--- src/design/pea_map.svh ---
// Register offsets, field positions, reset values and timing counts of the event aggregator.
`ifndef PEA_MAP_SVH
`define PEA_MAP_SVH

`define PEA_ADDR_W 8
`define PEA_PIN_W 11
`define PEA_OFF_STATUS 8'h00
`define PEA_OFF_MASK 8'h04
`define PEA_OFF_LINE 8'h08
`define PEA_OFF_RISE4 8'h0c
`define PEA_OFF_FALL4 8'h0d
`define PEA_OFF_CTRL 8'h0e
`define PEA_OFF_KEYDLY 8'h0f
`define PEA_OFF_AUX 8'h10
`define PEA_UNMAPPED_RD 8'hff
`define PEA_CTRL_POL 0
`define PEA_CTRL_CLRWR 1
`define PEA_CTRL_KEEP 2
`define PEA_AUX_FSSEL 0
`define PEA_AUX_ADC0_ABOVE 1
`define PEA_AUX_ADC1_ABOVE 2
`define PEA_RST_MASK 8'h00
`define PEA_RST_EDGE 8'h00
`define PEA_RST_CTRL 3'h0
`define PEA_RST_KEYDLY 8'h08
`define PEA_RST_AUX 3'h1
`define PEA_G1_SUPPLY 6
`define PEA_G1_HOT 5
`define PEA_G1_PWROFF 4
`define PEA_G1_HELD 2
`define PEA_G1_KEY 1
`define PEA_G2_SHORT 6
`define PEA_G2_FIRST 5
`define PEA_G2_EXTRST 4
`define PEA_G2_WDOG 2
`define PEA_G2_FUSE 1
`define PEA_G3_BUS 7
`define PEA_G3_ADCSW 2
`define PEA_PIN_PWROFF 0
`define PEA_PIN_KEY 1
`define PEA_PIN_EXTRST 2
`define PEA_PIN_BUS 3
`define PEA_PIN_GPIO 4
`define PEA_WAKE_G1 8'h02
`define PEA_WAKE_G2 8'h60
`define PEA_WAKE_G3 8'h87
`define PEA_WAKE_G4 8'h7f
`define PEA_CLK_MHZ 40
`define PEA_KEY_TICK_US 1000
`define PEA_KEY_TICK_CYC (`PEA_KEY_TICK_US * `PEA_CLK_MHZ)

`endif

--- src/design/pea_top_fix.sv ---
// (intentionally empty)

--- src/design/pea_pkg.sv ---
// Types shared by the event aggregator modules.
`include "pea_map.svh"

package pea_pkg;
	typedef enum logic [1:0] {PEA_OFF, PEA_SLEEP, PEA_ACTIVE} pea_pwr_t;

	typedef struct packed {
		logic [7:0] status;
		logic [7:0] pending;
	} pea_grp_st_t;

	typedef struct packed {
		logic [`PEA_PIN_W-1:0] ff1;
		logic [`PEA_PIN_W-1:0] ff2;
		logic [`PEA_PIN_W-1:0] ff3;
		logic [`PEA_PIN_W-1:0] stable;
	} pea_sync_st_t;

	typedef struct packed {
		logic [3:0][7:0] mask;
		logic [7:0] rise4;
		logic [7:0] fall4;
		logic [2:0] ctrl;
		logic [7:0] keyDelay;
		logic [2:0] aux;
		logic [7:0] rdData;
		logic alertPin;
		logic lastValid;
		logic [1:0] lastIdx;
		logic [15:0] prescale;
		logic [7:0] heldTicks;
		logic heldFired;
		logic [`PEA_PIN_W-1:0] pinPrev;
		logic [5:0] lvlPrev;
	} pea_top_st_t;
endpackage

--- src/design/pea_group.sv ---
// One 8-bit event group: sticky status bits with one pending level per source.
`include "pea_map.svh"
module pea_group
	import pea_pkg::*;
(
	input wire logic sys_clk, // Device clock.
	input wire logic sys_rst, // Asynchronous reset, active high.
	input wire logic clkEn, // Freezes all state while low.
	input wire logic [7:0] evt, // Qualified, unmasked event pulses.
	input wire logic [7:0] clr, // Bits to clear this cycle.
	input wire logic alertActive, // Alert line currently asserted.
	input wire logic keepRepeat, // Store repeats as pending.
	output logic [7:0] status // Sticky status bits.
);
	pea_grp_st_t st;
	pea_grp_st_t next_st;
	logic [7:0] repeatEvt;

	always_comb begin
		next_st = st;
		repeatEvt = evt & st.status;
		// A clear on a bit with a pending level consumes the pending level only.
		next_st.status = (st.status & ~(clr & ~st.pending)) | evt;
		next_st.pending = st.pending & ~clr;
		// Repeats are dropped unless keeping is on; a new event wins over a clear.
		if (alertActive && keepRepeat) begin
			next_st.pending = next_st.pending | repeatEvt;
		end
	end

	always_ff @(posedge sys_clk or posedge sys_rst) begin
		if (sys_rst) begin
			st <= '0;
		end else if (clkEn) begin
			st <= next_st;
		end
	end

	assign status = st.status;
endmodule

--- src/design/pea_sync.sv ---
// Three-stage synchroniser for the pin inputs with agreement filter on the last two stages.
`include "pea_map.svh"
module pea_sync
	import pea_pkg::*;
(
	input wire logic sys_clk, // Device clock.
	input wire logic sys_rst, // Asynchronous reset, active high.
	input wire logic clkEn, // Freezes all state while low.
	input wire logic [`PEA_PIN_W-1:0] pinRaw, // Asynchronous pin levels.
	output logic [`PEA_PIN_W-1:0] pinStable // Filtered synchronous levels.
);
	// The key pin idles high, so its stages leave reset high and no false edge follows reset.
	localparam logic [`PEA_PIN_W-1:0] PIN_IDLE = `PEA_PIN_W'(1) << `PEA_PIN_KEY;
	pea_sync_st_t st;
	pea_sync_st_t next_st;

	always_comb begin
		next_st = st;
		next_st.ff1 = pinRaw;
		next_st.ff2 = st.ff1;
		next_st.ff3 = st.ff2;
		for (int i = 0; i < `PEA_PIN_W; i++) begin
			// A level only counts once two sampled stages agree, so one bad sample is ignored.
			if (st.ff2[i] == st.ff3[i]) begin
				next_st.stable[i] = st.ff3[i];
			end
		end
	end

	always_ff @(posedge sys_clk or posedge sys_rst) begin
		if (sys_rst) begin
			st <= {PIN_IDLE, PIN_IDLE, PIN_IDLE, PIN_IDLE};
		end else if (clkEn) begin
			st <= next_st;
		end
	end

	assign pinStable = st.stable;
endmodule

--- src/design/pea_top.sv ---
// Event aggregator: four event groups, alert line, wake request and register port.
`include "pea_map.svh"
module pea_top
	import pea_pkg::*;
#(
	parameter int unsigned KEY_TICK_CYCLES = `PEA_KEY_TICK_CYC
) (
	input wire logic sys_clk, // Device clock, 40 MHz.
	input wire logic sys_rst, // Asynchronous reset, active high.
	input wire logic clkEn, // Freezes all state while low.
	input wire pea_pwr_t powerState, // Device power state.
	input wire logic powerOffRequestPin, // Power-off request pin, asynchronous.
	input wire logic powerKeyInput, // Power key pin, pressed when low, asynchronous.
	input wire logic extResetPin, // External reset pin, asynchronous.
	input wire logic busSupplyPin, // Bus supply wake comparator, asynchronous.
	input wire logic [6:0] gpioPin, // General purpose pins, asynchronous.
	input wire logic supplyMonitorLevel, // Supply above threshold.
	input wire logic dieOverheatLevel, // Die above overheat threshold.
	input wire logic shortLevel, // Any regulator output shorted.
	input wire logic firstSupplyLevel, // First supply detected.
	input wire logic watchdogExpiry, // Watchdog time-out expired.
	input wire logic fuseErrorLevel, // Fuse memory bit error seen.
	input wire logic adcManualDone, // Manual conversion result ready, pulse.
	input wire logic [1:0] adcPeriodicDone, // Periodic conversion finished, pulses.
	input wire logic [1:0] adcPeriodicAbove, // Periodic result above its threshold.
	input wire logic [`PEA_ADDR_W-1:0] regAddr, // Register address.
	input wire logic regWrEn, // Register write strobe.
	input wire logic [7:0] regWrData, // Register write data.
	input wire logic regRdEn, // Register read strobe.
	output logic [7:0] regRdData, // Read data, valid the cycle after the strobe.
	output logic alertPin, // Combined alert line toward the host.
	output logic wakeRequest // Power-on request toward the sequencer.
);
	// Idle levels of the synchronised pins; only the key pin rests high.
	localparam logic [`PEA_PIN_W-1:0] PIN_IDLE = `PEA_PIN_W'(1) << `PEA_PIN_KEY;

	// All registered state of this module lives in one struct; the groups and the synchroniser keep their own.
	pea_top_st_t st;
	pea_top_st_t next_st;
	// Pin levels before and after the synchroniser, and their edges.
	logic [`PEA_PIN_W-1:0] pinRaw;
	logic [`PEA_PIN_W-1:0] pinStable;
	logic [`PEA_PIN_W-1:0] pinRise;
	logic [`PEA_PIN_W-1:0] pinFall;
	// Internal levels arrive on this clock and need no synchroniser.
	logic [5:0] lvlNow;
	logic [5:0] lvlRise;
	logic [5:0] lvlFall;
	// Per-group event, clear, status, live-line and wake vectors.
	logic [3:0][7:0] rawEvt;
	logic [3:0][7:0] evt;
	logic [3:0][7:0] clr;
	logic [3:0][7:0] status;
	logic [3:0][7:0] lineState;
	logic [3:0][7:0] wakeCap;
	logic deviceOn;
	logic alertActive;
	logic keyTick;
	logic keyHeldEvt;
	logic keyPressMaskedWake;
	logic [1:0] adcHit;
	// Register port decode.
	logic isStatus;
	logic isMask;
	logic isLine;
	logic [1:0] grpIdx;
	logic clearOk;
	logic readClear;
	logic writeClear;
	logic [7:0] rdValue;

	function automatic logic inGroupRange(input logic [`PEA_ADDR_W-1:0] addr,
		input logic [`PEA_ADDR_W-1:0] base);
		inGroupRange = (addr >= base) && (addr < base + `PEA_ADDR_W'(4));
	endfunction

	function automatic logic [1:0] edgeOf(input logic now, input logic prev);
		edgeOf = {now & ~prev, ~now & prev};
	endfunction

	assign pinRaw = {gpioPin, busSupplyPin, extResetPin, powerKeyInput, powerOffRequestPin};

	pea_sync u_sync (
		.sys_clk(sys_clk),
		.sys_rst(sys_rst),
		.clkEn(clkEn),
		.pinRaw(pinRaw),
		.pinStable(pinStable)
	);

	// Index order: supply, overheat, first supply, watchdog, fuse, short.
	assign lvlNow = {shortLevel, fuseErrorLevel, watchdogExpiry, firstSupplyLevel,
		dieOverheatLevel, supplyMonitorLevel};

	always_comb begin
		for (int i = 0; i < `PEA_PIN_W; i++) begin
			{pinRise[i], pinFall[i]} = edgeOf(pinStable[i], st.pinPrev[i]);
		end
		for (int i = 0; i < 6; i++) begin
			{lvlRise[i], lvlFall[i]} = edgeOf(lvlNow[i], st.lvlPrev[i]);
		end
	end

	assign deviceOn = (powerState == PEA_ACTIVE) || (powerState == PEA_SLEEP);
	assign keyTick = (st.prescale == 16'(KEY_TICK_CYCLES - 1));
	// Fires once per press, on the tick at which the low time first exceeds the delay.
	assign keyHeldEvt = keyTick && !st.heldFired && !pinStable[`PEA_PIN_KEY] &&
		(st.heldTicks > st.keyDelay);

	always_comb begin
		for (int i = 0; i < 2; i++) begin
			adcHit[i] = adcPeriodicDone[i] &&
				(adcPeriodicAbove[i] == st.aux[`PEA_AUX_ADC0_ABOVE + i]);
		end
	end

	// Raw source events before masking, one bit per documented position.
	always_comb begin
		rawEvt = '0;
		rawEvt[0][`PEA_G1_SUPPLY] = lvlRise[0] | lvlFall[0];
		rawEvt[0][`PEA_G1_HOT] = (lvlRise[1] | lvlFall[1]) & deviceOn;
		rawEvt[0][`PEA_G1_PWROFF] = pinRise[`PEA_PIN_PWROFF] | pinFall[`PEA_PIN_PWROFF];
		rawEvt[0][`PEA_G1_HELD] = keyHeldEvt;
		rawEvt[0][`PEA_G1_KEY] = pinFall[`PEA_PIN_KEY] & deviceOn;
		rawEvt[1][`PEA_G2_SHORT] = lvlRise[5];
		rawEvt[1][`PEA_G2_FIRST] = lvlRise[2] & st.aux[`PEA_AUX_FSSEL];
		rawEvt[1][`PEA_G2_EXTRST] = pinRise[`PEA_PIN_EXTRST];
		rawEvt[1][`PEA_G2_WDOG] = lvlRise[3];
		rawEvt[1][`PEA_G2_FUSE] = lvlRise[4];
		rawEvt[2][`PEA_G3_BUS] = pinRise[`PEA_PIN_BUS] | pinFall[`PEA_PIN_BUS];
		rawEvt[2][`PEA_G3_ADCSW] = adcManualDone;
		rawEvt[2][1:0] = adcHit;
		rawEvt[3][6:0] = (pinRise[`PEA_PIN_W-1:`PEA_PIN_GPIO] & st.rise4[6:0]) |
			(pinFall[`PEA_PIN_W-1:`PEA_PIN_GPIO] & st.fall4[6:0]);
	end

	// Masking blocks detection, so a masked source never reaches its status bit.
	always_comb begin
		for (int g = 0; g < 4; g++) begin
			evt[g] = rawEvt[g] & ~st.mask[g];
		end
	end

	assign wakeCap = {`PEA_WAKE_G4, `PEA_WAKE_G3, `PEA_WAKE_G2, `PEA_WAKE_G1};

	always_comb begin
		alertActive = 1'b0;
		wakeRequest = 1'b0;
		for (int g = 0; g < 4; g++) begin
			alertActive = alertActive | (|(status[g] & ~st.mask[g]));
			wakeRequest = wakeRequest | (|(status[g] & ~st.mask[g] & wakeCap[g]));
		end
		// The key press bit wakes the device even while its source is masked.
		wakeRequest = wakeRequest | status[0][`PEA_G1_KEY] | keyPressMaskedWake;
	end

	// A masked key press is not recorded but still has to wake the device.
	assign keyPressMaskedWake = pinFall[`PEA_PIN_KEY] & deviceOn &
		st.mask[0][`PEA_G1_KEY];

	// Live levels of each source except the manual conversion done pulse, read back through the line-state registers.
	always_comb begin
		lineState = '0;
		lineState[0][`PEA_G1_SUPPLY] = supplyMonitorLevel;
		lineState[0][`PEA_G1_HOT] = dieOverheatLevel;
		lineState[0][`PEA_G1_PWROFF] = pinStable[`PEA_PIN_PWROFF];
		lineState[0][`PEA_G1_HELD] = !pinStable[`PEA_PIN_KEY] && st.heldFired;
		lineState[0][`PEA_G1_KEY] = pinStable[`PEA_PIN_KEY];
		lineState[1][`PEA_G2_SHORT] = shortLevel;
		lineState[1][`PEA_G2_FIRST] = firstSupplyLevel;
		lineState[1][`PEA_G2_EXTRST] = pinStable[`PEA_PIN_EXTRST];
		lineState[1][`PEA_G2_WDOG] = watchdogExpiry;
		lineState[1][`PEA_G2_FUSE] = fuseErrorLevel;
		lineState[2][`PEA_G3_BUS] = pinStable[`PEA_PIN_BUS];
		lineState[2][1:0] = adcPeriodicAbove;
		lineState[3][6:0] = pinStable[`PEA_PIN_W-1:`PEA_PIN_GPIO];
	end

	assign isStatus = inGroupRange(regAddr, `PEA_OFF_STATUS);
	assign isMask = inGroupRange(regAddr, `PEA_OFF_MASK);
	assign isLine = inGroupRange(regAddr, `PEA_OFF_LINE);
	assign grpIdx = regAddr[1:0];
	// A second clear access to the same register is ignored until another one is touched.
	assign clearOk = !(st.lastValid && (st.lastIdx == grpIdx));
	assign readClear = regRdEn && isStatus && !st.ctrl[`PEA_CTRL_CLRWR] && clearOk;
	assign writeClear = regWrEn && isStatus && st.ctrl[`PEA_CTRL_CLRWR] && clearOk;

	// Only the addressed group sees a clear; the others hold.
	always_comb begin
		for (int g = 0; g < 4; g++) begin
			clr[g] = 8'h00;
			if (grpIdx == 2'(g)) begin
				if (readClear) begin
					clr[g] = 8'hff;
				end else if (writeClear) begin
					clr[g] = regWrData;
				end
			end
		end
	end

	for (genvar g = 0; g < 4; g++) begin : gen_group
		pea_group u_group (
			.sys_clk(sys_clk),
			.sys_rst(sys_rst),
			.clkEn(clkEn),
			.evt(evt[g]),
			.clr(clr[g]),
			.alertActive(alertActive),
			.keepRepeat(st.ctrl[`PEA_CTRL_KEEP]),
			.status(status[g])
		);
	end

	// Unmapped addresses read as all ones, as the host expects.
	always_comb begin
		rdValue = `PEA_UNMAPPED_RD;
		if (isStatus) begin
			rdValue = status[grpIdx];
		end else if (isMask) begin
			rdValue = st.mask[grpIdx];
		end else if (isLine) begin
			rdValue = lineState[grpIdx];
		end else if (regAddr == `PEA_OFF_RISE4) begin
			rdValue = st.rise4;
		end else if (regAddr == `PEA_OFF_FALL4) begin
			rdValue = st.fall4;
		end else if (regAddr == `PEA_OFF_CTRL) begin
			rdValue = {5'h00, st.ctrl};
		end else if (regAddr == `PEA_OFF_KEYDLY) begin
			rdValue = st.keyDelay;
		end else if (regAddr == `PEA_OFF_AUX) begin
			rdValue = {5'h00, st.aux};
		end
	end

	always_comb begin
		next_st = st;
		next_st.pinPrev = pinStable;
		next_st.lvlPrev = lvlNow;
		// Read data is captured once per read and then held until the next read.
		if (regRdEn) begin
			next_st.rdData = rdValue;
		end
		if (regWrEn) begin
			if (isMask) begin
				next_st.mask[grpIdx] = regWrData;
			end else if (regAddr == `PEA_OFF_RISE4) begin
				next_st.rise4 = {1'b0, regWrData[6:0]};
			end else if (regAddr == `PEA_OFF_FALL4) begin
				next_st.fall4 = {1'b0, regWrData[6:0]};
			end else if (regAddr == `PEA_OFF_CTRL) begin
				next_st.ctrl = regWrData[2:0];
			end else if (regAddr == `PEA_OFF_KEYDLY) begin
				next_st.keyDelay = regWrData;
			end else if (regAddr == `PEA_OFF_AUX) begin
				next_st.aux = regWrData[2:0];
			end
		end
		// Track the last cleared status register for the one-clear-per-visit rule.
		if (readClear || writeClear) begin
			next_st.lastValid = 1'b1;
			next_st.lastIdx = grpIdx;
		end else if ((regRdEn || regWrEn) && !(isStatus && (grpIdx == st.lastIdx))) begin
			// Any access to another register re-arms clearing of the last one.
			next_st.lastValid = 1'b0;
		end
		// Key timer: a free prescaler gives the delay unit, the tick count runs while low.
		next_st.prescale = keyTick ? 16'h0000 : st.prescale + 16'h0001;
		if (pinStable[`PEA_PIN_KEY]) begin
			next_st.heldTicks = 8'h00;
			next_st.heldFired = 1'b0;
		end else if (keyTick) begin
			if (st.heldTicks != 8'hff) begin
				next_st.heldTicks = st.heldTicks + 8'h01;
			end
			if (keyHeldEvt) begin
				next_st.heldFired = 1'b1;
			end
		end
		next_st.alertPin = alertActive ^ ~st.ctrl[`PEA_CTRL_POL];
	end

	always_ff @(posedge sys_clk or posedge sys_rst) begin
		if (sys_rst) begin
			st <= '0;
			st.mask <= {4{`PEA_RST_MASK}};
			st.rise4 <= `PEA_RST_EDGE;
			st.fall4 <= `PEA_RST_EDGE;
			st.ctrl <= `PEA_RST_CTRL;
			st.keyDelay <= `PEA_RST_KEYDLY;
			st.aux <= `PEA_RST_AUX;
			st.alertPin <= 1'b1;
			st.pinPrev <= PIN_IDLE;
		end else if (clkEn) begin
			st <= next_st;
		end
	end

	assign regRdData = st.rdData;
	assign alertPin = st.alertPin;
endmodule

--- config.mk ---
export PLATFORM = sky130hd
export DESIGN_NAME = pea_top
export DESIGN_NICKNAME = d
export VERILOG_FILES = /design/src/design/pea_top_fix.sv /design/src/design/pea_pkg.sv /design/src/design/pea_group.sv /design/src/design/pea_sync.sv /design/src/design/pea_top.sv
export VERILOG_INCLUDE_DIRS = /design/src /design/src/design
export SDC_FILE = /design/constraint.sdc
export NUM_CORES = 1
export LEC_CHECK = 0
export BUFFER_PORTS_ARGS = -buffer_cell sky130_fd_sc_hd__buf_2
export CAP_MARGIN = 10
export CELL_PAD_IN_SITES_DETAIL_PLACEMENT = 0
export CELL_PAD_IN_SITES_GLOBAL_PLACEMENT = 2
export CORE_ASPECT_RATIO = 1.75
export CORE_MARGIN = 3
export CORE_UTILIZATION = 39
export CTS_BUF_LIST = sky130_fd_sc_hd__clkbuf_8
export DETAILED_ROUTE_END_ITERATION = 12
export GPL_ROUTABILITY_DRIVEN = 0
export PLACE_DENSITY_LB_ADDON = 0.1
export SYNTH_ARGS = -nofsm -noshare
export SYNTH_HDL_FRONTEND = slang
export SYNTH_SLANG_ARGS = --single-unit
--- constraint.sdc ---
create_clock -name sys_clk -period 5.9 [get_ports sys_clk]
set_input_delay 0.295 -clock sys_clk [delete_from_list [all_inputs] [get_ports sys_clk]]
set_output_delay 0.295 -clock sys_clk [all_outputs]
set_load 0.05 [all_outputs]
Word level (Yosys, flattened, before mapping)
Index checks and enable logic that the tools add are counted.
- flip-flop bits (word level): 222
- bits of input ports: 45
- word-level logic and storage cells: 304
- reduce and logical (&&, ||, !) cells: 62
- muxes and demuxes: 34
- bitwise logic cells: 130
- $add $sub $neg: 2
- order comparisons: 9
- equal/unequal tests: 27
- operators by type and width (kind ; count):
    two-way mux 8 bit ; 23
    AND 8 bit ; 21
    inverter 8 bit ; 16
    OR 8 bit ; 8
    binary-select mux 8 bit (select 2 bit) ; 3
    inverter 1 bit ; 34
    AND 1 bit ; 32
    bitwise mux 32 bit ; 1
    equality test 8 x 4 -> 1 bit, second input constant ; 4
    OR reduction 8 bit ; 4
    AND reduction 2 bit ; 14
    AND 7 x 8 -> 8 bit ; 3
    logical AND 1 bit ; 20
    two-way mux 9 bit ; 2
    adder 16 x 1 -> 16 bit, second input constant ; 1
    demux 8 bit (select 2 bit) ; 1
    equality test 16 bit, second input constant ; 1
    less-than comparator 8 x 4 -> 1 bit, second input constant ; 2
    two-way mux 16 bit ; 1
    AND 7 bit ; 2
    equality test 1 bit ; 13
    OR 1 bit ; 12
    AND reduction 3 bit ; 3
    adder 8 x 1 -> 8 bit, second input constant ; 1
    27 further kinds ; 42

Depth between registers and ports, before layout
Gate-level depths: netlist of run 1.
- depth after elaboration: 12
- gate-level depth with buffers: 8
- depth with buffers taken out: 8

Hierarchy
A second synthesis of run 1 with hierarchy kept.
- cells, all modules: 1044
- area, all modules: 11639.9 µm²
- by module, submodules not included (module ; area an instance (µm²) ; instances ; cells an instance):
    pea_top ; 6779.0 ; 1 ; 666
    pea_group ; 748.2 ; 4 ; 62
    pea_sync ; 1868.0 ; 1 ; 130

Worst setup path after synthesis of run 1
No wires, ideal clock.
- kind: register to register
- from: register u_sync.st (netlist bit u_sync.pinStable[1])
- to: register st[25] in the netlist's numbering
- cell stages (with the launch flop): 9
- arrival time: 2.042 ns
- period minus slack after synthesis: 2.120 ns
- library setup time: 0.078 ns
- required time: 5.822 ns
- path slack: 3.780 ns
- cell sequence: dfstp_2 -> buf_2 -> and2_1 -> clkbuf_1 -> a31oi_1 -> nor3_2 -> nand3_1 -> or3_1 -> a21oi_1
- word-level cells in the longest chain between the ends: 2
- RTL lines (element ; RTL line ; text):
    start: declaration ; pea_sync.sv:14 ; pea_sync_st_t st;
    start signal: assignment ; pea_sync.sv:32 ; st <= {PIN_IDLE, PIN_IDLE, PIN_IDLE, PIN_IDLE};
    start signal: assignment ; pea_sync.sv:34 ; st <= next_st;
    nonzero test 2 bit (no line) ; n/a ;
    AND reduction 3 bit (no line) ; n/a ;
    end signal: assignment ; pea_top.sv:296 ; st <= next_st;
    end: declaration ; pea_top.sv:38 ; pea_top_st_t st;
Parallel ways exist; a longest one is shown, timed or not.
A chain may end at the register's enable or synchronous reset.

Worst setup path in the final report of run 1
- from: register st[97] in the netlist's numbering
- to: output port wakeRequest
- word-level cells in the longest chain between the ends: 8
- RTL lines (element ; RTL line ; text):
    inverter 8 bit ; pea_top.sv:151 ; wakeRequest = wakeRequest | (|(status[g] & ~st.mask[g] & wakeCap[g]));
    AND 8 bit ; pea_top.sv:151 ;
    OR reduction 2 bit ; pea_top.sv:151 ;
    OR 1 bit (3 in a row) ; pea_top.sv:151 ;
    OR 1 bit (2 in a row) ; pea_top.sv:154 ; wakeRequest = wakeRequest | status[0][`PEA_G1_KEY] | keyPressMaskedWake;
    end: declaration ; pea_top.sv:32 ; output logic wakeRequest
Every way passes these cells.

==> results.sh, run 1 <==
export IMPL_outcome="finished clean"
export IMPL_slew_viol_final=0
export IMPL_async_reset_ff_frac=1.00
export IMPL_die_h_um=225
export IMPL_cts_setup_buffers=0
export IMPL_fin_crit_ns=2.84
export IMPL_ys_ff_latch=222
export IMPL_grt_pass1_vias=8110
export IMPL_drt_vias_per_instance=5.52
export IMPL_die_w_um=131
export IMPL_maxCapViolations=0
export IMPL_antenna_cells=0
export IMPL_clockBufferDepth=3
export IMPL_tritoncts="yes"
export IMPL_vias=7910
export IMPL_overflow=0
export IMPL_final_cell_area_mm2=0.0122
export IMPL_rsz0062_at_grt="false"
export IMPL_hold_violations=0
export IMPL_drt_iter0_drc=462
export IMPL_min_period_over_period=0.482
export IMPL_cpMaxStageDelayCell="a221oi_1"
export IMPL_area_growth_pct=13.3
export IMPL_clkSinkCount=222
export IMPL_setup_viol=0
export IMPL_cts_resized=0
export IMPL_cp_required_ns=5.61
export IMPL_antenna_found_initial=0
export IMPL_cp_top_family="compound AO/OA/AOI/OAI gates"
export IMPL_avgSynthCellArea_um2=11.0
export IMPL_leakage_nw=5.37
export IMPL_cts_buffers_inserted=38
export IMPL_utilization=0.452
export IMPL_placed_cell_area_mm2=0.0113
export IMPL_globalRouteTotalUtil=0.218
export IMPL_clk_pin_slew_ns=0.06
export IMPL_worstMarginPinSlew_ns=0.942
export IMPL_hpwl_mm=23.2
export IMPL_worstSetupEndpointType="output pin"
export IMPL_io_buffer_count=54
export IMPL_relSlewSlack=0.370
export IMPL_htree_levels=2
export IMPL_syn_area_mm2=0.0107
export IMPL_wl_mm=32.2
export IMPL_finalPower_w=0.00366
export IMPL_path_max_fanout=5
export IMPL_boundaryPins=55
export IMPL_rows=79
export IMPL_cp_arrival_ns=2.55
export IMPL_synth_distinct_cells=70
export IMPL_pwr_density_cell_mw_per_mm2=301
export IMPL_drive_gt1_frac=0.235
export IMPL_ant_nets=0
export IMPL_fp_dieArea_mm2=0.0296
export IMPL_synthFlopType="dfrtp_1"
export IMPL_firstDrtPassIters=5
export IMPL_coreArea_mm2=0.0269
export IMPL_critPathMaxStageDelay_ns=0.62
export IMPL_drc=0
export IMPL_wire_per_inst_um=22.5
export IMPL_grt_max_degree=126
export IMPL_synth_edf_count=0
export IMPL_hold_slack_ns=0.0427
export IMPL_critPathKind="reg -> out"
export IMPL_synth_yosys_seq_area_share=0.519
export IMPL_cp_start_kind="flop"
export IMPL_syn_inst=978
export IMPL_cts_root_buf="clkbuf_8"
export IMPL_initial_core_util=0.399
export IMPL_max_clock_freq_mhz=352
export IMPL_critical_path_buf_inv_count=1
export IMPL_min_path_type="in -> reg"
export IMPL_crit_path_cell_trace="nand2b_1, o2111ai_1, a221oi_1, nand2_1, a211o_1, buf_2"
export IMPL_grt_pass1_wl_mm=49.4
export IMPL_ir_worst_vdd_uv=173
export IMPL_clk_insertion_delay_late_ns=0.56
export IMPL_synth_nets=1033
export IMPL_finClkSkew_ns=0.0148
export IMPL_yosysWarnings=0
export IMPL_nets=1101
export IMPL_tns_ns=0
-- cell usage after synthesis, types with 7 or more instances --
| cell type | n | area [µm²] |
|---|---|---|
| o31ai_1 | 11 | 82.6 |
| ha_1 | 10 | 125 |
| buf_1 | 9 | 33.8 |
| nor2b_1 | 8 | 50.1 |
| mux2_2 | 101 | 1140 |
| buf_4 | 8 | 60.1 |
| o22ai_1 | 14 | 87.6 |
| a221oi_1 | 7 | 61.3 |
| buf_2 | 10 | 50.1 |
| a21oi_1 | 49 | 245 |
| dfrtp_1 | 214 | 5360 |
| nand4_1 | 8 | 50.1 |
| nand3b_1 | 20 | 150 |
| o21ai_0 | 75 | 375 |
| nor3_1 | 29 | 145 |
| o21a_1 | 11 | 82.6 |
| nand3_1 | 33 | 165 |
| inv_1 | 45 | 169 |
| mux2i_1 | 7 | 70.1 |
| nand2b_1 | 16 | 100 |
| and2_1 | 7 | 43.8 |
| dfstp_2 | 8 | 210 |
| clkbuf_1 | 23 | 86.3 |
| xnor2_1 | 16 | 140 |
| xor2_1 | 11 | 96.3 |
| nor2_1 | 44 | 165 |
| nand2_1 | 80 | 300 |
| o21ai_1 | 8 | 40.0 |
| o31a_1 | 8 | 70.1 |
| mux4_2 | 17 | 383 |
-- kinds of logic (layout without fill, tap and decap cells) --
family	after synthesis	after routing	synth area share
flops	222	222	0.519
simple gates	285	285	0.141
xor+xnor	27	27	0.0220
mux	125	125	0.148
fa+ha+maj	10	10	0.0117
buf+inv	95	185	0.0372
compound gates	214	214	0.121
-- layout by cell type (no fill, tap or decap), types with 14 or more instances in the layout --
cell             n
o21ai_0         75
dfrtp_1        214
a21oi_1         49
nand2_1         80
mux4_2          17
xnor2_1         16
nor3_1          29
nand2b_1        16
mux2_2         101
nand3_1         33
buf_2           53
nor2_1          44
clkbuf_8        45
inv_1           58
o22ai_1         14
dlygate4sd3_1   17
nand3b_1        20
-- flip-flops by register name, summed over array words and instances, names as in the netlist --
| name | count |
|---|---|
| u_sync.st | 11 |
| regRdData | 8 |
| alertPin | 1 |
| gen_group.u_group.st | 32 |
| u_sync.pinStable | 11 |
| st | 105 |
| gen_group.u_group.status | 32 |
| u_sync.next_st | 22 |
-- metal layers --
layer	vias to the layer above	GRT usage	wire (µm)
met2	179	0.385	16700
li1	3659	-	-
met4	0	0.112	1660
met5	-	0	0
met3	79	0.0364	1240
met1	3993	0.254	12600
-- per-stage QoR --
| step | std cells | worst slack [ns] |
|---|---|---|
| after floorplan | 978 | 2.72 |
| after global placement | 1353 | 2.79 |
| after detailed placement | 1353 | 2.80 |
| after CTS | 1432 | 3.06 |
| after global routing | 1432 | 3.04 |
| final | 1432 | 3.06 |
-- report_power, final --
part	switching (W)	internal (W)	total (W)
clock	0.000631	0.000688	0.00132
combinational	0.000272	0.000214	0.000486
sequential	0.000167	0.00169	0.00185
total	0.00107	0.00259	0.00366
-- path summary, 6_finish.rpt --
check / slack [ns] / from / depth (start not counted) / endpoint
max reg2reg: 3.35 / u_sync.pinStable[1]$_DFFE_PP1P_ / 6 / st[25]$_DFFE_PP0P_
min reg2reg: 0.48 / u_sync.st[16]$_DFFE_PP0P_ / 2 / u_sync.pinStable[5]$_DFFE_PP0P_
max: 3.06 / st[97]$_DFFE_PP0P_ / 6 / wakeRequest
min: 0.04 / adcManualDone / 3 / gen_group[2].u_group.status[2]$_DFFE_PP0P_
min in group asynchronous: 0.41 / sys_rst / 3 / st[4]$_DFFE_PP0P_
max in group asynchronous: 4.12 / sys_rst / 4 / u_sync.st[16]$_DFFE_PP0P_
-- worst min-delay path: stages --
cell,delay [ns]
buf_2,0.08
nand3b_1,0.09
o21ai_0,0.09
-- area by class of cell --
class / count / area, µm²
fillers: 2695 / 14700
clock buffers: 45 / 619
multi-input cells: 661 / 4770
well taps: 364 / 455
clock inverters: 17 / 75.1
flip-flops and latches: 222 / 5570
inverters: 45 / 173
repair buffers: 78 / 508
-- what timing repair did --
item                                    4_1_cts  5_1_grt
hold buffers                                 17        0
endpoints found under the setup margin        0        0
endpoints found under the hold margin        44        0
(Power assumes the default switching activity.)
==> inputs of run 2 (changes only) <==
--- a/config.mk
+++ b/config.mk
@@ -6,13 +6,14 @@
 export SDC_FILE = /design/constraint.sdc
 export NUM_CORES = 1
 export LEC_CHECK = 0
+export ABC_AREA = 1
 export BUFFER_PORTS_ARGS = -buffer_cell sky130_fd_sc_hd__buf_2
 export CAP_MARGIN = 10
 export CELL_PAD_IN_SITES_DETAIL_PLACEMENT = 0
 export CELL_PAD_IN_SITES_GLOBAL_PLACEMENT = 2
 export CORE_ASPECT_RATIO = 1.75
 export CORE_MARGIN = 3
-export CORE_UTILIZATION = 39
+export CORE_UTILIZATION = 35
 export CTS_BUF_LIST = sky130_fd_sc_hd__clkbuf_8
 export DETAILED_ROUTE_END_ITERATION = 12
 export GPL_ROUTABILITY_DRIVEN = 0
==> constraint.sdc (replaced) <==
create_clock -name sys_clk -period 2.6 [get_ports sys_clk]
set_input_delay 0.13 -clock sys_clk [delete_from_list [all_inputs] [get_ports sys_clk]]
set_output_delay 0.13 -clock sys_clk [all_outputs]
set_load 0.05 [all_outputs]
==> run 2 against run 1 <==
Effect of this change: register-to-register slack lost 2.9 ns; final area increased by 5.1%; non-clock buffer count increased by 28; utilization shrank 3.9 points; synthesized area rose by 2.7%; critical path depth shrank 2; largest cell class unchanged; highest routed layer unchanged.
==> results.sh, run 2 <==
export IMPL_hold_slack_ns=0.0574
export IMPL_top_register="st"
export IMPL_crit_path_cell_trace="clkinv_1, nand3b_1, o2111ai_1, buf_2"
export IMPL_fp_dieArea_mm2=0.0337
export IMPL_slew_viol_final=0
export IMPL_holdPathEnd="st[61]$_DFFE_PP0P_"
export IMPL_power_internal_w=0.00589
export IMPL_final_common_cell="nand2_1"
export IMPL_pwr_density_cell_mw_per_mm2=667
export IMPL_io_buffer_count=54
export IMPL_leakage_nw=6.10
export IMPL_register_area_mm2=0.00557
export IMPL_synthTopCellsByCount="nand2_1 (465), dfrtp_1 (214), inv_1 (125)"
export IMPL_firstDrtPassIters=5
export IMPL_final_cell_mix="nand2_1 (465), dfrtp_1 (214), inv_1 (140)"
export IMPL_largest_register_ffs=105
export IMPL_finClkSkew_ns=0.0240
export IMPL_min_period_over_period=0.963
export IMPL_syn_inst=1388
export IMPL_initial_core_util=0.356
export IMPL_hpwl_mm=27.0
export IMPL_htree_levels=2
export IMPL_die_h_um=241
export IMPL_fillers=3272
export IMPL_relSlewSlack=0.457
export IMPL_fin_crit_ns=2.50
export IMPL_setup_viol=0
export IMPL_critPathMaxStageDelay_ns=0.56
export IMPL_r2r_setup_slack_ns=0.50
export IMPL_synth_yosys_seq_area_share=0.505
export IMPL_ir_worst_vdd_uv=381
export IMPL_async_reset_ff_frac=1.00
export IMPL_pwr_share_comb=0.147
export IMPL_max_clock_freq_mhz=400
export IMPL_cp_arrival_ns=2.37
export IMPL_synth_edf_count=0
export IMPL_r2r_end="gen_group[2].u_group.st[0]$_DFFE_PP0P_"
export IMPL_post_place_ws_ns=0.509
export IMPL_seqPwrFrac=0.487
export IMPL_ys_ff_latch=222
export IMPL_netSwitchingPower_w=0.00264
export IMPL_vias=9487
export IMPL_synth_distinct_cells=50
export IMPL_maxCapViolations=0
export IMPL_worst_hold_path_num_cells=3
export IMPL_worstMarginPinSlew_ns=0.814
export IMPL_synthFlopType="dfrtp_1"
export IMPL_critical_path_buf_inv_count=2
export IMPL_hold_violations=0
export IMPL_ant_nets=0
export IMPL_outcome="finished clean"
export IMPL_synth_nets=1443
export IMPL_nets=1542
export IMPL_drc=0
export IMPL_cts_root_buf="clkbuf_8"
export IMPL_worstSetupEndpointType="output pin"
export IMPL_cp_start_kind="flop"
export IMPL_tritoncts="yes"
export IMPL_reg2regPathDepth=10
export IMPL_path_max_fanout=10
export IMPL_critPathKind="reg -> out"
export IMPL_worst_hold_startpoint="regWrData[4]"
export IMPL_clkSinkCount=222
export IMPL_drive_gt1_frac=0.128
export IMPL_area_growth_pct=16.0
export IMPL_cp_required_ns=2.47
export IMPL_multi_input_area_mm2=0.00470
export IMPL_synth_top_area_share=0.486
export IMPL_wire_per_inst_um=19.0
export IMPL_min_path_type="in -> reg"
export IMPL_drt_vias_per_instance=4.98
export IMPL_grt_pass1_vias=9608
export IMPL_clockBufferDepth=3
export IMPL_synth_area_leaders="dfrtp_1 (49%), nand2_1 (16%), o21ai_0 (5.5%), inv_1 (4.3%), nand3_1 (3.5%)"
export IMPL_overflow=0
export IMPL_yosysWarnings=0
export IMPL_grt_max_degree=85
export IMPL_swShare=0.309
export IMPL_cts_resized=0
export IMPL_reg2reg_from="gen_group[0].u_group.status[1]$_DFFE_PP0P_"
export IMPL_cp_top_family="buffers and inverters"
export IMPL_cts_buffers_inserted=38
export IMPL_clk_pin_slew_ns=0.06
export IMPL_avgSynthCellArea_um2=7.94
export IMPL_antenna_found_initial=0
export IMPL_grt_pass1_wl_mm=56.9
export IMPL_boundaryPins=55
export IMPL_synth_top_area_cell="dfrtp_1"
export IMPL_rsz0062_at_grt="false"
export IMPL_globalRouteTotalUtil=0.219
export IMPL_cpMaxStageDelayCell="dfstp_2"
export IMPL_setup_ws_ns=0.0972
export IMPL_drt_iter0_drc=778
export IMPL_syn_area_mm2=0.0110
export IMPL_p_clk_frac=0.365
export IMPL_yosys_cell_count_top_type="nand2_1"
export IMPL_die_w_um=140
export IMPL_coreArea_mm2=0.0309
export IMPL_rows=85
export IMPL_wl_mm=36.2
export IMPL_antenna_cells=0
export IMPL_clk_insertion_delay_late_ns=0.56
## run 2: cell types whose count changed after synthesis, sizes merged, moves of 16 or more
cell	before	now
a21oi	49	32
nand2b	16	0
o21ai	83	158
nor3	32	13
nand3	34	81
mux4	17	0
inv	45	134
nand4	8	32
nor2	47	116
nand2	82	472
mux2	101	0
nand3b	20	2
## run 2: what timing repair did
item | CTS | global route
hold buffers | 30 | 0
hold endpoints to repair | 262 | 0
buffers inserted | 0 | 0
## run 2: worst max-delay path by stage
stage,startpoint,endpoint,slack [ns],cells after the start
6_report,u_sync.pinStable[1]$_DFFE_PP1P_,wakeRequest,0.1,4
5_1_grt,u_sync.pinStable[1]$_DFFE_PP1P_,wakeRequest,0.05,4
4_1_cts,u_sync.pinStable[1]$_DFFE_PP1P_,wakeRequest,0.08,4
3_5_place_dp,gen_group[0].u_group.status[1]$_DFFE_PP0P_,gen_group[2].u_group.st[0]$_DFFE_PP0P_,0.51,10
3_3_place_gp,gen_group[0].u_group.status[1]$_DFFE_PP0P_,gen_group[0].u_group.st[5]$_DFFE_PP0P_,0.55,10
2_1_floorplan,sys_rst,gen_group[0].u_group.st[0]$_DFFE_PP0P_,-0.42,1
## run 2: cell type report
cell class,instances,share of cell area
clock buffers,48,0.0517
clock inverters,18,0.00568
inverters,136,0.0404
multi-input cells,983,0.368
flip-flops and latches,222,0.435
well taps,391,0.0383
repair buffers,106,0.0607
## run 2: per-layer routing
| layer | routed length (µm) | vias to the layer above | GRT usage |
|---|---|---|---|
| li1 | - | 4699 | - |
| met1 | 15100 | 4560 | 0.269 |
| met4 | 1040 | 0 | 0.0667 |
| met3 | 1180 | 60 | 0.0301 |
| met5 | 0 | - | 0 |
| met2 | 18900 | 168 | 0.397 |
## run 2: cells by family after synthesis
family / after synthesis / share of synthesized area
compound gates: 227 / 0.114
xor+xnor: 16 / 0.0127
fa+ha+maj: 10 / 0.0114
buf+inv: 183 / 0.0684
flops: 222 / 0.505
simple gates: 730 / 0.288
## run 2: worst register-to-register path: stages, from the launching register on
cell	delay, ns
dfrtp_1	0.49
nand2_1	0.11
o21ai_0	0.10
nor2_1	0.17
nand2_1	0.07
nor2_1	0.17
nand3_1	0.15
nand2_1	0.11
clkinv_1	0.38
nand2_1	0.17
nand2_1	0.06
## run 2: per-stage QoR
stage	instances	setup TNS, ns	total power (W)	utilization	area [µm²]
global route	1904	0	0.00902	0.413	12800
detailed placement	1808	0	0.00546	0.380	11800
global placement	1808	0	0.00545	0.380	11800
finish	1904	0	0.00853	0.413	12800
floorplan	1388	-89.78	0.00499	-	11000
CTS	1904	0	0.00868	0.413	12800
## run 2: power groups by stage
stage	Sequential, W	Clock, W	Combinational (W)
finish	0.00416	0.00312	0.00126
global route	0.00421	0.00335	0.00146
CTS	0.00416	0.00324	0.00128
detailed placement	0.00421	0	0.00125
global placement	0.00421	0	0.00124
floorplan	0.00407	0	0.000914
==> inputs of run 3 (changes only) <==
--- a/config.mk
+++ b/config.mk
@@ -6,15 +6,15 @@
 export SDC_FILE = /design/constraint.sdc
 export NUM_CORES = 1
 export LEC_CHECK = 0
-export ABC_AREA = 1
 export BUFFER_PORTS_ARGS = -buffer_cell sky130_fd_sc_hd__buf_2
 export CAP_MARGIN = 10
 export CELL_PAD_IN_SITES_DETAIL_PLACEMENT = 0
 export CELL_PAD_IN_SITES_GLOBAL_PLACEMENT = 2
 export CORE_ASPECT_RATIO = 1.75
 export CORE_MARGIN = 3
-export CORE_UTILIZATION = 35
+export CORE_UTILIZATION = 39
 export CTS_BUF_LIST = sky130_fd_sc_hd__clkbuf_8
+export CTS_CLUSTER_DIAMETER = 120
 export DETAILED_ROUTE_END_ITERATION = 12
 export GPL_ROUTABILITY_DRIVEN = 0
 export PLACE_DENSITY_LB_ADDON = 0.1
==> run 3 against run 2 <==
Effect of this change: first-iteration DRC count decreased by 43%; clock skew increased by 0.010 ns; largest cell class unchanged; sequential share of layout area increased by 0.62 points; setup slack improved by 0.019 ns; register-to-register slack improved by 0.06 ns; global-route usage increased by 0.45 points; worst hold slack got worse by 0.023 ns.
==> results.sh, run 3 (synthesis gave the netlist of run 1 again) <==
export IMPL_cpMaxStageDelayCell="dfrtp_1"
export IMPL_clk_insertion_delay_late_ns=0.56
export IMPL_ant_nets=0
export IMPL_nets=1145
export IMPL_power_internal_w=0.00599
export IMPL_grt_pass1_wl_mm=50.3
export IMPL_final_cell_area_mm2=0.0126
export IMPL_die_w_um=131
export IMPL_max_clock_freq_mhz=403
export IMPL_crit_path_cell_trace="nand2b_1, o2111ai_1, a221oi_2, nand2_1, a211o_1, buf_2"
export IMPL_boundaryPins=55
export IMPL_final_common_cell="dfrtp_1"
export IMPL_path_max_fanout=5
export IMPL_cp_arrival_ns=2.35
export IMPL_rsz0062_at_grt="false"
export IMPL_wl_mm=32.9
export IMPL_coreArea_mm2=0.0269
export IMPL_area_growth_pct=17.4
export IMPL_register_area_mm2=0.00557
export IMPL_worstSetupEndpointType="output pin"
export IMPL_htree_levels=2
export IMPL_overflow=0
export IMPL_min_path_type="in -> reg"
export IMPL_utilization=0.469
export IMPL_cts_root_buf="clkbuf_8"
export IMPL_initial_core_util=0.399
export IMPL_reg2regPathDepth=10
export IMPL_seqPwrFrac=0.495
export IMPL_drive_gt1_frac=0.257
export IMPL_globalRouteTotalUtil=0.223
export IMPL_multi_input_area_mm2=0.00477
export IMPL_fillers=2677
export IMPL_antenna_cells=0
export IMPL_pwr_share_comb=0.142
export IMPL_drc=0
export IMPL_io_buffer_count=54
export IMPL_min_period_over_period=0.955
export IMPL_setup_viol=0
export IMPL_outcome="finished clean"
export IMPL_critPathKind="reg -> out"
export IMPL_drt_vias_per_instance=5.44
export IMPL_worstMarginPinSlew_ns=0.772
export IMPL_relSlewSlack=0.484
export IMPL_fp_dieArea_mm2=0.0296
export IMPL_leakage_nw=5.63
export IMPL_clkSinkCount=222
export IMPL_clk_pin_slew_ns=0.07
export IMPL_finClkSkew_ns=0.0342
export IMPL_wire_per_inst_um=22.2
export IMPL_grt_pass1_vias=8200
export IMPL_vias=8052
export IMPL_critPathMaxStageDelay_ns=0.44
export IMPL_critical_path_buf_inv_count=1
export IMPL_r2r_end="st[17]$_DFFE_PP0P_"
export IMPL_cp_start_kind="flop"
export IMPL_swShare=0.293
export IMPL_p_clk_frac=0.363
export IMPL_tritoncts="yes"
export IMPL_hold_violations=0
export IMPL_ir_worst_vdd_uv=401
export IMPL_fin_crit_ns=2.48
export IMPL_maxCapViolations=0
export IMPL_holdPathEnd="st[84]$_DFFE_PP0P_"
export IMPL_pwr_density_cell_mw_per_mm2=672
export IMPL_netSwitchingPower_w=0.00248
export IMPL_rows=79
export IMPL_worst_hold_path_num_cells=2
export IMPL_r2r_setup_slack_ns=0.56
export IMPL_firstDrtPassIters=6
export IMPL_cp_top_family="compound AO/OA/AOI/OAI gates"
export IMPL_placed_cell_area_mm2=0.0116
export IMPL_drt_iter0_drc=442
export IMPL_clockBufferDepth=3
export IMPL_hpwl_mm=24.4
export IMPL_grt_max_degree=78
export IMPL_largest_register_ffs=105
export IMPL_slew_viol_final=0
export IMPL_reg2reg_from="st[60]$_DFFE_PP1P_"
export IMPL_cp_required_ns=2.47
export IMPL_worst_hold_startpoint="regWrData[0]"
export IMPL_final_cell_mix="dfrtp_1 (214), mux2_2 (101), nand2_1 (80)"
export IMPL_cts_buffers_inserted=37
export IMPL_antenna_found_initial=0
export IMPL_top_register="st"
export IMPL_die_h_um=225
-- run 3: cell count changes in the layout (fill, tap and decap cells not counted), moves of 19 or more --
cell	previous run	this run
nor2_1	97	44
nor3_1	10	29
o21ai_0	122	75
mux2_2	0	101
nand2_1	465	80
nand3_1	76	33
o21ai_1	31	8
nand4_1	32	8
inv_1	140	61
-- run 3: worst max path at each step --
stage                       startpoint                                endpoint  slack, ns  depth (start not counted)
floorplan                      sys_rst  gen_group[0].u_group.st[0]$_DFFE_PP0P_      -0.42                          1
global placement            regAddr[4]                      st[65]$_DFFE_PP0P_       0.39                          7
global route        st[97]$_DFFE_PP0P_                             wakeRequest       0.06                          6
CTS                 st[97]$_DFFE_PP0P_                             wakeRequest       0.13                          6
finish              st[97]$_DFFE_PP0P_                             wakeRequest       0.12                          6
detailed placement          regAddr[4]                      st[66]$_DFFE_PP0P_       0.34                          7
-- run 3: through the flow --
step	worst slack (ns)	hold slack (ns)	total power [W]	setup TNS, ns	cells
final	0.116	0.0345	0.00846	0	1481
after CTS	0.128	0.0135	0.00859	0	1481
after global routing	0.0607	0.0313	0.00890	0	1481
after floorplan	-0.420	0.237	0.00495	-89.78	978
after global placement	0.394	0.296	0.00541	0	1387
after detailed placement	0.342	0.305	0.00544	0	1387
-- run 3: cell type report --
type                       count  area share
sequential                   222       0.442
clock inverter                19     0.00616
tap                          364      0.0361
inverter                      45      0.0137
timing repair buffer         123      0.0723
multi-input combinational    661       0.379
clock buffer                  47      0.0513
-- run 3: what timing repair did --
action / 4_1_cts / 5_1_grt
hold buffers: 28 / 0
setup endpoints to repair: 1 / 0
resized for setup: 1 / 0
setup buffers: 0 / 0
hold endpoints to repair: 87 / 0
-- run 3: worst reg2reg max path, delay by kind of cell (launching register included) --
kind	cells	cell delay [ns]
fa+ha+maj	1	0.30
simple gates	3	0.40
flops	1	0.53
compound gates	3	0.38
buf+inv	3	0.37
-- run 3: layer usage --
layer,vias to the layer above,global-route usage,part of all wire
met5,-,0,0
met3,64,0.0299,0.034
li1,3750,-,-
met2,175,0.414,0.54
met1,4063,0.259,0.39
met4,0,0.0905,0.038
-- run 3: power by group through the flow --
stage / Combinational (W) / Sequential [W] / Clock [W]
floorplan: 0.000839 / 0.00411 / 0
global placement: 0.00117 / 0.00424 / 0
detailed placement: 0.00119 / 0.00425 / 0
CTS: 0.00122 / 0.00419 / 0.00317
global route: 0.00134 / 0.00424 / 0.00332
finish: 0.00120 / 0.00419 / 0.00307
